===== src/inc/cir_regs.svh =====
// Register offsets, field layout and reset values of the core interrupt routing block
`ifndef CIR_REGS_SVH
`define CIR_REGS_SVH

// Register offsets on the CSR port (byte addresses of 64-bit words)
`define CIR_OFS_STATUS 8'h00
`define CIR_OFS_MASK 8'h08
`define CIR_OFS_FORCE 8'h10
`define CIR_OFS_DLV_LO 8'h18
`define CIR_OFS_DLV_HI 8'h20

// Sources
`define CIR_NSRC 8
`define CIR_SRC_BTN 3

// Source n of status, mask and force sits at data bit (CIR_SRC0_BIT - n)
`define CIR_SRC0_BIT 31

// Delivery field of slot k sits at [CIR_FLD_TOP0 - 16k -: CIR_FLD_W]
`define CIR_FLD_TOP0 6'h39
`define CIR_FLD_W 10
`define CIR_FLD_EN0 9
`define CIR_FLD_EN1 8
`define CIR_FLD_TYP_HI 7
`define CIR_FLD_TYP_LO 6
`define CIR_FLD_NUM_HI 5

// Interrupt number in the external request word
`define CIR_EREQ_NUM_LSB 32

// Reset values
`define CIR_RST_SRC 8'h00
`define CIR_RST_WORD 64'h0000_0000_0000_0000

`endif


===== src/inc/cir_pkg.sv =====
// Types shared by the core interrupt routing modules
package cir_pkg;

    // Exception type code held in each delivery field
    typedef enum logic [1:0] {
        CIR_EXC_INT = 2'h0,
        CIR_EXC_MCHK = 2'h1,
        CIR_EXC_XFER = 2'h2,
        CIR_EXC_PWR = 2'h3
    } cir_exc_t;

    typedef logic [9:0] cir_field_t;

endpackage


===== src/inc/cir_dlv_if.sv =====
// Carrier between the hub logic and the delivery register store
`timescale 1ns/100ps
`default_nettype none

interface cir_dlv_if;
    logic wr_lo;
    logic wr_hi;
    logic [63:0] wdata;
    logic [63:0] rd_lo;
    logic [63:0] rd_hi;
    logic [2:0] src_sel;
    cir_pkg::cir_field_t field;

    modport hub (
        output wr_lo,
        output wr_hi,
        output wdata,
        output src_sel,
        input rd_lo,
        input rd_hi,
        input field
    );

    modport store (
        input wr_lo,
        input wr_hi,
        input wdata,
        input src_sel,
        output rd_lo,
        output rd_hi,
        output field
    );
endinterface

`default_nettype wire


===== src/hw/cir_dlv_store.sv =====
// Processor agent delivery registers: two 64-bit words, four source fields each
`timescale 1ns/100ps
`default_nettype none
`include "cir_regs.svh"

module cir_dlv_store (
    // Clock
    input wire logic REF_CLK,
    // Hub side
    cir_dlv_if.store dlv
);

    logic [63:0] dlv_lo_r;
    logic [63:0] dlv_hi_r;
    logic [63:0] dlv_lo_nxt;
    logic [63:0] dlv_hi_nxt;
    logic [63:0] word;
    logic [5:0] top;

    ////////////////////////////////////////////////////////////////////////
    always_comb begin
        dlv_lo_nxt = dlv_lo_r;
        dlv_hi_nxt = dlv_hi_r;
        if (dlv.wr_lo) begin
            dlv_lo_nxt = dlv.wdata;
        end
        if (dlv.wr_hi) begin
            dlv_hi_nxt = dlv.wdata;
        end
    end

    // No reset: contents survive a reset untouched
    always_ff @(posedge REF_CLK) begin
        dlv_lo_r <= dlv_lo_nxt;
        dlv_hi_r <= dlv_hi_nxt;
    end

    ////////////////////////////////////////////////////////////////////////
    assign dlv.rd_lo = dlv_lo_r;
    assign dlv.rd_hi = dlv_hi_r;

    // Sources 0-3 in the low word, 4-7 in the high word
    assign word = dlv.src_sel[2] ? dlv_hi_r : dlv_lo_r;
    assign top = `CIR_FLD_TOP0 - {dlv.src_sel[1:0], 4'h0};
    assign dlv.field = word[top -: `CIR_FLD_W];

endmodule

`default_nettype wire


===== src/hw/cir_hub_top.sv =====
// Core interrupt routing: utility hub status/mask/force and processor agent delivery
`timescale 1ns/100ps
`default_nettype none
`include "cir_regs.svh"

module cir_hub_top (
    // Clock and reset
    input wire logic REF_CLK,
    input wire logic RST,
    // Interrupt source pins
    input wire logic [7:0] IRQ_IN,
    // CSR access port
    input wire logic CSR_SEL,
    input wire logic CSR_WR,
    input wire logic [7:0] CSR_ADDR,
    input wire logic [63:0] CSR_WDATA,
    output logic [63:0] CSR_RDATA,
    output logic CSR_RVALID,
    // Core logic bus pending vector
    output logic [7:0] PEND_VEC,
    // Processor delivery, one bit per processor and one request word shared by both
    output logic [1:0] EXT_REQ_WR,
    output logic [63:0] EXT_REQ_DATA,
    output logic [1:0] MCHK_REQ,
    output logic [1:0] XFER_REQ
);

    ////////////////////////////////////////////////////////////////////////
    // Declarations

    cir_dlv_if dlv ();

    logic [7:0] sync1_r;
    logic [7:0] sync2_r;
    logic [7:0] sync3_r;
    logic [7:0] sync1_nxt;
    logic [7:0] sync2_nxt;
    logic [7:0] sync3_nxt;

    logic [7:0] status_r;
    logic [7:0] mask_r;
    logic [7:0] force_r;
    logic [7:0] status_nxt;
    logic [7:0] mask_nxt;
    logic [7:0] force_nxt;
    logic [7:0] set_vec;
    logic [7:0] clr_vec;
    logic [7:0] wr_bits;
    logic wr_status;
    logic wr_mask;
    logic wr_force;
    logic rd_req;

    logic [63:0] rdata_r;
    logic [63:0] rdata_nxt;
    logic rvalid_r;
    logic rvalid_nxt;

    logic [7:0] pend_r;
    logic [7:0] pend_nxt;
    logic [7:0] prev_r;
    logic [7:0] prev_nxt;
    logic [7:0] todo_r;
    logic [7:0] todo_nxt;
    logic [7:0] served;
    logic [2:0] pick;
    logic have;

    cir_pkg::cir_exc_t exc;
    logic [1:0] en;
    logic [5:0] num;
    logic [1:0] ereq_r;
    logic [1:0] ereq_nxt;
    logic [63:0] edata_r;
    logic [63:0] edata_nxt;
    logic [1:0] mchk_r;
    logic [1:0] mchk_nxt;
    logic [1:0] xfer_r;
    logic [1:0] xfer_nxt;

    // Source n lives at data bit (31 - n), the msb-first bit order of the map
    function automatic logic [7:0] word_to_src(input logic [63:0] w);
        logic [7:0] r;
        r = 8'h00;
        for (int i = 0; i < `CIR_NSRC; i++) begin
            r[i] = w[`CIR_SRC0_BIT - i];
        end
        return r;
    endfunction

    function automatic logic [63:0] src_to_word(input logic [7:0] s);
        logic [63:0] r;
        r = `CIR_RST_WORD;
        for (int i = 0; i < `CIR_NSRC; i++) begin
            r[`CIR_SRC0_BIT - i] = s[i];
        end
        return r;
    endfunction

    ////////////////////////////////////////////////////////////////////////
    // Pin synchronisers; third stage only feeds the button edge detector

    always_comb begin
        sync1_nxt = IRQ_IN;
        sync2_nxt = sync1_r;
        sync3_nxt = sync2_r;
    end

    always_ff @(posedge REF_CLK or posedge RST) begin
        if (RST) begin
            sync1_r <= `CIR_RST_SRC;
            sync2_r <= `CIR_RST_SRC;
            sync3_r <= `CIR_RST_SRC;
        end else begin
            sync1_r <= sync1_nxt;
            sync2_r <= sync2_nxt;
            sync3_r <= sync3_nxt;
        end
    end

    ////////////////////////////////////////////////////////////////////////
    // CSR decode

    always_comb begin
        rd_req = CSR_SEL && !CSR_WR;
        wr_status = CSR_SEL && CSR_WR && (CSR_ADDR == `CIR_OFS_STATUS);
        wr_mask = CSR_SEL && CSR_WR && (CSR_ADDR == `CIR_OFS_MASK);
        wr_force = CSR_SEL && CSR_WR && (CSR_ADDR == `CIR_OFS_FORCE);
        wr_bits = word_to_src(CSR_WDATA);
    end

    assign dlv.wr_lo = CSR_SEL && CSR_WR && (CSR_ADDR == `CIR_OFS_DLV_LO);
    assign dlv.wr_hi = CSR_SEL && CSR_WR && (CSR_ADDR == `CIR_OFS_DLV_HI);
    assign dlv.wdata = CSR_WDATA;

    ////////////////////////////////////////////////////////////////////////
    // Status, mask and force

    always_comb begin
        set_vec = sync2_r;
        // Button counts once per press, however long it is held
        set_vec[`CIR_SRC_BTN] = sync2_r[`CIR_SRC_BTN] && !sync3_r[`CIR_SRC_BTN];
        clr_vec = wr_status ? wr_bits : 8'h00;
        for (int i = 0; i < `CIR_NSRC; i++) begin
            if (i == `CIR_SRC_BTN) begin
                // An edge would never come back, so it must not be lost
                status_nxt[i] = (status_r[i] && !clr_vec[i]) || set_vec[i];
            end else begin
                // A still-active level sets the bit again next cycle
                status_nxt[i] = (status_r[i] || set_vec[i]) && !clr_vec[i];
            end
        end
        mask_nxt = wr_mask ? wr_bits : mask_r;
        force_nxt = wr_force ? wr_bits : force_r;
    end

    always_ff @(posedge REF_CLK or posedge RST) begin
        if (RST) begin
            status_r <= `CIR_RST_SRC;
            mask_r <= `CIR_RST_SRC;
            force_r <= `CIR_RST_SRC;
        end else begin
            status_r <= status_nxt;
            mask_r <= mask_nxt;
            force_r <= force_nxt;
        end
    end

    ////////////////////////////////////////////////////////////////////////
    // CSR read answer, one cycle after the request

    always_comb begin
        rvalid_nxt = rd_req;
        rdata_nxt = rdata_r;
        if (rd_req) begin
            unique case (CSR_ADDR)
                `CIR_OFS_STATUS: rdata_nxt = src_to_word(status_r);
                `CIR_OFS_MASK: rdata_nxt = src_to_word(mask_r);
                `CIR_OFS_FORCE: rdata_nxt = src_to_word(force_r);
                `CIR_OFS_DLV_LO: rdata_nxt = dlv.rd_lo;
                `CIR_OFS_DLV_HI: rdata_nxt = dlv.rd_hi;
                default: rdata_nxt = `CIR_RST_WORD;
            endcase
        end
    end

    always_ff @(posedge REF_CLK or posedge RST) begin
        if (RST) begin
            rdata_r <= `CIR_RST_WORD;
            rvalid_r <= 1'b0;
        end else begin
            rdata_r <= rdata_nxt;
            rvalid_r <= rvalid_nxt;
        end
    end

    assign CSR_RDATA = rdata_r;
    assign CSR_RVALID = rvalid_r;

    ////////////////////////////////////////////////////////////////////////
    // Pending vector broadcast on the core logic bus

    always_comb begin
        pend_nxt = (status_r & ~mask_r) | force_r;
    end

    always_ff @(posedge REF_CLK or posedge RST) begin
        if (RST) begin
            pend_r <= `CIR_RST_SRC;
        end else begin
            pend_r <= pend_nxt;
        end
    end

    // Same vector for every agent; each one applies its own enables
    assign PEND_VEC = pend_r;

    ////////////////////////////////////////////////////////////////////////
    // Agent: new pending sources queue up, lowest number served first

    always_comb begin
        have = 1'b0;
        pick = 3'h0;
        for (int i = `CIR_NSRC - 1; i >= 0; i--) begin
            if (todo_r[i]) begin
                have = 1'b1;
                pick = 3'(i);
            end
        end
        served = have ? (8'h01 << pick) : 8'h00;
        prev_nxt = pend_r;
        // A fresh rising bit wins over serving it in the same cycle
        todo_nxt = (todo_r & ~served) | (pend_r & ~prev_r);
    end

    always_ff @(posedge REF_CLK or posedge RST) begin
        if (RST) begin
            prev_r <= `CIR_RST_SRC;
            todo_r <= `CIR_RST_SRC;
        end else begin
            prev_r <= prev_nxt;
            todo_r <= todo_nxt;
        end
    end

    assign dlv.src_sel = pick;

    cir_dlv_store cir_dlv_store_inst (
        .REF_CLK(REF_CLK),
        .dlv(dlv)
    );

    ////////////////////////////////////////////////////////////////////////
    // Delivery to the two processors

    always_comb begin
        en[0] = dlv.field[`CIR_FLD_EN0];
        en[1] = dlv.field[`CIR_FLD_EN1];
        exc = cir_pkg::cir_exc_t'(dlv.field[`CIR_FLD_TYP_HI:`CIR_FLD_TYP_LO]);
        num = dlv.field[`CIR_FLD_NUM_HI:0];
        ereq_nxt = 2'h0;
        mchk_nxt = 2'h0;
        xfer_nxt = 2'h0;
        edata_nxt = edata_r;
        for (int p = 0; p < 2; p++) begin
            if (have && en[p]) begin
                unique case (exc)
                    cir_pkg::CIR_EXC_INT,
                    cir_pkg::CIR_EXC_PWR: ereq_nxt[p] = 1'b1;
                    cir_pkg::CIR_EXC_MCHK: mchk_nxt[p] = 1'b1;
                    cir_pkg::CIR_EXC_XFER: xfer_nxt[p] = 1'b1;
                endcase
            end
        end
        if (ereq_nxt != 2'h0) begin
            // Whole double word always written; no read-back path exists
            edata_nxt = `CIR_RST_WORD;
            edata_nxt[`CIR_EREQ_NUM_LSB +: 6] = num;
        end
    end

    always_ff @(posedge REF_CLK or posedge RST) begin
        if (RST) begin
            ereq_r <= 2'h0;
            edata_r <= `CIR_RST_WORD;
            mchk_r <= 2'h0;
            xfer_r <= 2'h0;
        end else begin
            ereq_r <= ereq_nxt;
            edata_r <= edata_nxt;
            mchk_r <= mchk_nxt;
            xfer_r <= xfer_nxt;
        end
    end

    assign EXT_REQ_WR = ereq_r;
    assign EXT_REQ_DATA = edata_r;
    assign MCHK_REQ = mchk_r;
    assign XFER_REQ = xfer_r;

endmodule

`default_nettype wire


===== config.mk =====
export PLATFORM = sky130hd
export DESIGN_NAME = cir_hub_top
export DESIGN_NICKNAME = d
export VERILOG_FILES = /design/src/inc/cir_pkg.sv /design/src/inc/cir_dlv_if.sv /design/src/hw/cir_dlv_store.sv /design/src/hw/cir_hub_top.sv
export VERILOG_INCLUDE_DIRS = /design/src /design/src/inc
export SDC_FILE = /design/constraint.sdc
export NUM_CORES = 1
export LEC_CHECK = 0
export BUFFER_PORTS_ARGS = -buffer_cell sky130_fd_sc_hd__buf_4
export CELL_PAD_IN_SITES_DETAIL_PLACEMENT = 0
export CELL_PAD_IN_SITES_GLOBAL_PLACEMENT = 2
export CORE_UTILIZATION = 35
export DETAILED_ROUTE_END_ITERATION = 16
export PLACE_DENSITY = 0.77
export SLEW_MARGIN = 20
export SYNTH_ARGS = -nofsm -noshare
export SYNTH_HDL_FRONTEND = slang
export SYNTH_HIERARCHICAL = 1
export SYNTH_SLANG_ARGS = --single-unit

===== constraint.sdc =====
create_clock -name REF_CLK -period 5.08 [get_ports REF_CLK]
set_input_delay 0.508 -clock REF_CLK [delete_from_list [all_inputs] [get_ports REF_CLK]]
set_output_delay 0.508 -clock REF_CLK [all_outputs]
set_load 0.02 [all_outputs]

==> impl_metrics.env, run 1 <==
export IMPL_status="finished clean"
export IMPL_ys_warn_count=6
export IMPL_critPathLaunchType="flop"
export IMPL_fillers=2753
export IMPL_globalplace_congestion=0.7529
export IMPL_synthArstFlopShare=0.5259
export IMPL_synth_edff_count=128
export IMPL_grt_start_max_net_pins=102
export IMPL_ys_ff_latch=270
export IMPL_tns_ns=0
export IMPL_clock_latency_ns=0.53
export IMPL_final_util=0.4374
export IMPL_tightest_slew_ns=0.9942
export IMPL_multi_input_area_sq_um=2863
export IMPL_root_buffer="clkbuf_16"
export IMPL_finalCritPeriodShare=0.6791
export IMPL_synth_avg_cell_area_sq_um=14.53
export IMPL_cts_buffers_inserted=29
export IMPL_netlist_top_cells_area="edfxtp_1 36%, dfrtp_1 33%, mux4_1 4.9%, a22oi_1 4.5%, buf_4 4.3%"
export IMPL_cts_resized=0
export IMPL_clk_pin_slew_ns=0.06
export IMPL_syn_inst=739
export IMPL_synth_ff_type="dfrtp_1"
export IMPL_drive_gt1_frac=0.2802
export IMPL_hold_viol=0
export IMPL_synth_yosys_seq_area_share=0.6889
export IMPL_port_buffers=168
export IMPL_synth_cell_types=39
export IMPL_max_clock_freq_ghz=0.2899
export IMPL_power_density_nw_per_um2=393.1
export IMPL_wl_per_cell_um=18.77
export IMPL_mostFrequentLayoutCells="173 x buf_4, 142 x dfrtp_1, 128 x edfxtp_1, 79 x nand2_1, 64 x a22oi_1"
export IMPL_postCtsHoldBufs=0
export IMPL_leakage_nw=5.444
export IMPL_min_from="IRQ_IN[2]"
export IMPL_nets=991
export IMPL_die_height_um=177.2
export IMPL_track_usage=0.1589
export IMPL_fin_crit_ns=3.450
export IMPL_synth_largest_area_cell="edfxtp_1"
export IMPL_antenna_found_initial=3
export IMPL_core_area_sq_um=29870
export IMPL_relSlewSlack=0.3372
export IMPL_regArea_sq_um=7397
export IMPL_r2r_cells=8
export IMPL_antenna_left=0
export IMPL_drv_slew=0
export IMPL_drtIter0Drc=313
export IMPL_cap_violations=0
export IMPL_min_path_cells=1
export IMPL_end_kind="flop"
export IMPL_io_pins=227
export IMPL_r2r_start="todo_r[3]"
export IMPL_area_growth_pct=21.70
export IMPL_holdCritPathClass="input pin to flop"
export IMPL_die_x_um=177.2
export IMPL_num_rows=63
export IMPL_hpwl_mm=16.14
export IMPL_cp_max_fo=20
export IMPL_grt_pass1_vias=6315
export IMPL_vias_per_cell=4.817
export IMPL_synth_top_area_frac=0.3580
export IMPL_drc=0
export IMPL_cts_tree="done"
export IMPL_initial_core_util=0.3594
export IMPL_setup_viol=0
export IMPL_path_class="flop to flop"
export IMPL_grt_overflow=0
export IMPL_cp_arrival_ns=3.87
export IMPL_final_common_cell="buf_4"
export IMPL_post_cts_setup_buffer_count=0
export IMPL_ir_drop_v=0.0002246
export IMPL_grt_pass1_wl_mm=37.65
export IMPL_die_area_sq_um=31380
export IMPL_syn_area_sq_um=10740
export IMPL_wirelength_mm=24.78
export IMPL_first_pass_iters=4
export IMPL_ctsHtreeMaxLevel=1
export IMPL_numClockSinks=270
export IMPL_fin_worst_hold_slack_ns=0.07535
export IMPL_whs_endpoint="sync1_r[2]"
export IMPL_crit_required_ns=5.50
export IMPL_clock_path_buffers=3
export IMPL_r2r_slack_ns=1.63
export IMPL_num_vias=6359
export IMPL_finalClockSkew_ns=0.007245
export IMPL_grt_setup_unrepaired="no"
export IMPL_r2r_end="EXT_REQ_DATA[37]"
power breakdown:
part	internal, W	switching, W	total [W]
sequential	0.00236	0.0000515	0.00241
combinational	0.000325	0.000364	0.000689
clock	0.00121	0.000828	0.00203
total	0.00389	0.00124	0.00514
sequential cells by signal (all words and copies together), names as in the netlist:
name,count
CSR_RDATA,64
cir_dlv_store_inst/dlv.rd_hi,64
cir_dlv_store_inst/dlv.rd_lo,64
PEND_VEC,8
force_r,8
mask_r,8
prev_r,8
status_r,8
sync1_r,8
sync2_r,8
todo_r,8
EXT_REQ_DATA,6
EXT_REQ_WR,2
MCHK_REQ,2
XFER_REQ,2
CSR_RVALID,1
sync3_r,1
routing by layer:
| metal | global-route usage | part of all wire | vias to the layer above |
|---|---|---|---|
| li1 | - | - | 2968 |
| met1 | 0.2135 | 0.43 | 3129 |
| met2 | 0.2590 | 0.48 | 223 |
| met3 | 0.03608 | 0.071 | 39 |
| met4 | 0.04059 | 0.023 | 0 |
| met5 | 0 | 0 | - |
logic make-up after synthesis:
logic type / synth area share
AOI/OAI and AO/OA: 0.1008
buffers and inverters: 0.06793
muxes: 0.08996
and+or+nand+nor: 0.04976
DFF: 0.6889
other: 0.0003492
adders and majority gates: 0.002330
metrics by stage:
stage               setup slack [ns]  power [W]  instances  area [sq um]
detailed placement             1.557   0.003154       1264         12130
global route                   1.423   0.005345       1318         13060
floorplan                     0.7624   0.002935        796         10950
global placement               1.587   0.003146       1264         12130
finish                         1.630   0.005137       1320         13070
CTS                            1.598   0.005195       1318         13060
Yosys cell counts (2+ instances only):
cell type and count:
mux2i_1 8, o21ai_1 29, buf_4 61, inv_1 22, a21oi_1 10, buf_6 7, and3_1 11, o21ai_0 47
nand2b_1 2, a22oi_1 64, dfrtp_1 142, nor2_1 13, ha_1 2, nand2_1 79, o221ai_1 8, buf_2 7
a21o_1 8, nor3_1 2, mux2_2 32, clkbuf_1 19, mux4_1 20, nor4_1 2, edfxtp_1 128
worst max-delay path, cell delays in order, from the launching register on:
cell and delay (ns):
dfrtp_1 0.41, nor2_1 0.18, nand2_1 0.14, a21oi_4 0.67
mux4_1 0.65, mux2_2 0.29, ha_1 0.31, o211a_1 0.32
mux2_2 0.37
final cells by class:
class                   count  share of cell area
flip-flops and latches    270              0.5661
diodes                      2           0.0003830
multi-input cells         409              0.2191
clock inverters            15            0.009575
inverters                  22            0.006702
well taps                 390             0.03734
repair buffers            173             0.09939
clock buffers              39             0.06147
worst max-delay path by stage:
| stage | start | slack, ns | end | cells after the start |
|---|---|---|---|---|
| 2_1_floorplan | RST | 0.76 | CSR_RDATA[0] | 1 |
| 3_3_place_gp | CSR_ADDR[4] | 1.59 | cir_dlv_store_inst/dlv.rd_lo[13] | 4 |
| 6_report | todo_r[3] | 1.63 | EXT_REQ_DATA[37] | 8 |
| 5_1_grt | todo_r[2] | 1.42 | EXT_REQ_DATA[35] | 8 |
| 3_5_place_dp | CSR_ADDR[4] | 1.56 | cir_dlv_store_inst/dlv.rd_lo[13] | 4 |
| 4_1_cts | todo_r[2] | 1.60 | EXT_REQ_DATA[37] | 8 |
(Power assumes the default switching activity.)
==> run 2: changes to the inputs <==
==> constraint.sdc (replaced) <==
create_clock -name REF_CLK -period 3.3 [get_ports REF_CLK]
set_input_delay 0.33 -clock REF_CLK [delete_from_list [all_inputs] [get_ports REF_CLK]]
set_output_delay 0.33 -clock REF_CLK [all_outputs]
set_load 0.02 [all_outputs]
==> run 2 against run 1 <==
  * Clock skew increased by 0.0012 ns
  * Critical endpoint is now EXT_REQ_DATA[32]
  * Power increased by 63%
  * Core utilization increased by 3.5 points
  * Critical path depth increased by 1
  * Final cell count increased by 7.0%
  * Combinational power increased by 73%
  * Via count increased by 5.6%
  * Clock power increased by 70%
==> impl_metrics.env, run 2 (synthesis results as in run 1) <==
export IMPL_mostFrequentLayoutCells="189 x buf_4, 142 x dfrtp_1, 128 x edfxtp_1, 79 x nand2_1, 73 x dlygate4sd3_1"
export IMPL_antenna_cells=0
export IMPL_path_depth=9
export IMPL_wirelength_mm=25.80
export IMPL_crit_chain="nor2_1 > nand2_1 > a21oi_4 > buf_4 > buf_4 > mux4_1 > mux2_2 > o211a_1 > mux2_2"
export IMPL_clock_path_buffers=3
export IMPL_wl_per_cell_um=18.26
export IMPL_finalCritPeriodShare=0.9253
export IMPL_final_common_cell="buf_4"
export IMPL_fillers=2690
export IMPL_globalplace_congestion=0.8207
export IMPL_critPathSlowestCell="mux4_1"
export IMPL_root_buffer="clkbuf_16"
export IMPL_max_stage_delay_ns=0.57
export IMPL_setup_viol=0
export IMPL_dp_slack_ns=0.1676
export IMPL_num_rows=63
export IMPL_die_height_um=177.2
export IMPL_clock_latency_ns=0.54
export IMPL_power_density_nw_per_um2=593.1
export IMPL_initial_core_util=0.3594
export IMPL_antenna_left=0
export IMPL_end_kind="flop"
export IMPL_die_x_um=177.2
export IMPL_clk_pin_slew_ns=0.06
export IMPL_layout_setup_ws_ns=0.2465
export IMPL_finalClockSkew_ns=0.008422
export IMPL_numClockSinks=270
export IMPL_vias_per_cell=4.753
export IMPL_crit_required_ns=3.72
export IMPL_track_usage=0.1656
export IMPL_clkPwrFrac=0.414
export IMPL_combPwrFrac=0.143
export IMPL_cp_max_fo=12
export IMPL_fin_crit_ns=3.053
export IMPL_nets=1085
export IMPL_r2r_slack_ns=0.25
export IMPL_path_class="flop to flop"
export IMPL_cap_violations=0
export IMPL_critPathLaunchType="flop"
export IMPL_cp_arrival_ns=3.48
export IMPL_port_buffers=168
export IMPL_critPathLaunch="todo_r[3]"
export IMPL_pwr_share_seq=0.443
export IMPL_max_clock_freq_ghz=0.3275
export IMPL_grt_pass1_vias=6696
export IMPL_cts_resized=0
export IMPL_antenna_found_initial=0
export IMPL_cts_tree="done"
export IMPL_ctsHtreeMaxLevel=1
export IMPL_grt_pass1_wl_mm=39.09
export IMPL_grt_overflow=0
export IMPL_drv_slew=0
export IMPL_grt_start_max_net_pins=65
export IMPL_ir_drop_v=0.0004498
export IMPL_crit_buf_inv=2
export IMPL_drtIter0Drc=397
export IMPL_crit_family="multiplexers"
export IMPL_relSlewSlack=0.4776
export IMPL_r2r_cells=9
export IMPL_tightest_slew_ns=0.7837
export IMPL_leakage_nw=5.898
export IMPL_tns_ns=0
export IMPL_cts_buffers_inserted=30
export IMPL_first_pass_iters=4
export IMPL_num_vias=6716
export IMPL_crit_end="EXT_REQ_DATA[32]"
export IMPL_switching_share=0.2354
export IMPL_p_int_w=0.006394
export IMPL_status="finished clean"
export IMPL_hold_viol=0
export IMPL_die_area_sq_um=31380
export IMPL_hpwl_mm=17.09
export IMPL_io_pins=227
export IMPL_switching_power_w=0.001968
export IMPL_drc=0
export IMPL_r2r_start="todo_r[3]"
export IMPL_drive_gt1_frac=0.2717
export IMPL_grt_setup_unrepaired="no"
export IMPL_core_area_sq_um=29870
export IMPL_holdCritPathClass="input pin to flop"
export IMPL_area_growth_pct=31.31
export IMPL_r2r_end="EXT_REQ_DATA[32]"
run 2: how the worst min path moves through the flow:
stage | to | from | cells past startpoint | slack (ns)
floorplan | sync2_r[0] | sync1_r[0] | 0 | 0.33
global placement | sync2_r[0] | sync1_r[0] | 0 | 0.33
detailed placement | sync2_r[0] | sync1_r[0] | 0 | 0.33
CTS | CSR_RVALID | CSR_SEL | 3 | 0.08
global route | CSR_RVALID | CSR_SEL | 3 | 0.1
finish | CSR_RVALID | CSR_SEL | 3 | 0.11
run 2: tightest hold or removal path: stages:
cell and delay (ns):
buf_4 0.14, nand2b_4 0.07, inv_1 0.07
run 2: power by group through the flow:
stage | clock network (W) | registers (W) | logic [W]
6_report | 0.00346 | 0.00371 | 0.00119
3_3_place_gp | 0 | 0.00377 | 0.00107
2_1_floorplan | 0 | 0.00383 | 0.000690
5_1_grt | 0.00368 | 0.00372 | 0.00130
3_5_place_dp | 0 | 0.00378 | 0.00109
4_1_cts | 0.00356 | 0.00371 | 0.00117
run 2: layout make-up:
| class | instances | area (sq um) | area share |
|---|---|---|---|
| inverters | 22 | 86.33 | 0.006123 |
| clock inverters | 16 | 210.2 | 0.01491 |
| multi-input cells | 409 | 2859 | 0.2028 |
| well taps | 390 | 488.0 | 0.03461 |
| flip-flops and latches | 270 | 7397 | 0.5246 |
| clock buffers | 40 | 829.5 | 0.05883 |
| repair buffers | 266 | 2230 | 0.1581 |
run 2: per-stage QoR:
stage          power, W  utilization  cell area [sq um]  hold WS, ns  cells
4_1_cts        0.008437       0.4707              14060      0.08219   1408
2_1_floorplan  0.004518            -              10960       0.3312    796
5_1_grt        0.008700       0.4720              14100      0.09964   1413
3_5_place_dp   0.004868       0.4114              12290       0.3347   1279
6_report       0.008362       0.4720              14100       0.1136   1413
3_3_place_gp   0.004843       0.4114              12290       0.3332   1279
run 2: metal layers:
metal / wire length, um / track usage / share of wire / up-vias
li1: - / - / - / 3153
met1: 11550 / 0.2222 / 0.45 / 3323
met2: 12430 / 0.2808 / 0.48 / 204
met3: 1375 / 0.02663 / 0.053 / 36
met4: 439 / 0.03700 / 0.017 / 0
met5: 0 / 0 / 0 / -
run 2: what timing repair did:
| action | 4_1_cts | 5_1_grt |
|---|---|---|
| hold endpoints to repair | 165 | 0 |
| setup buffers | 0 | 5 |
| hold buffers | 73 | 0 |
| setup endpoints to repair | 0 | 6 |
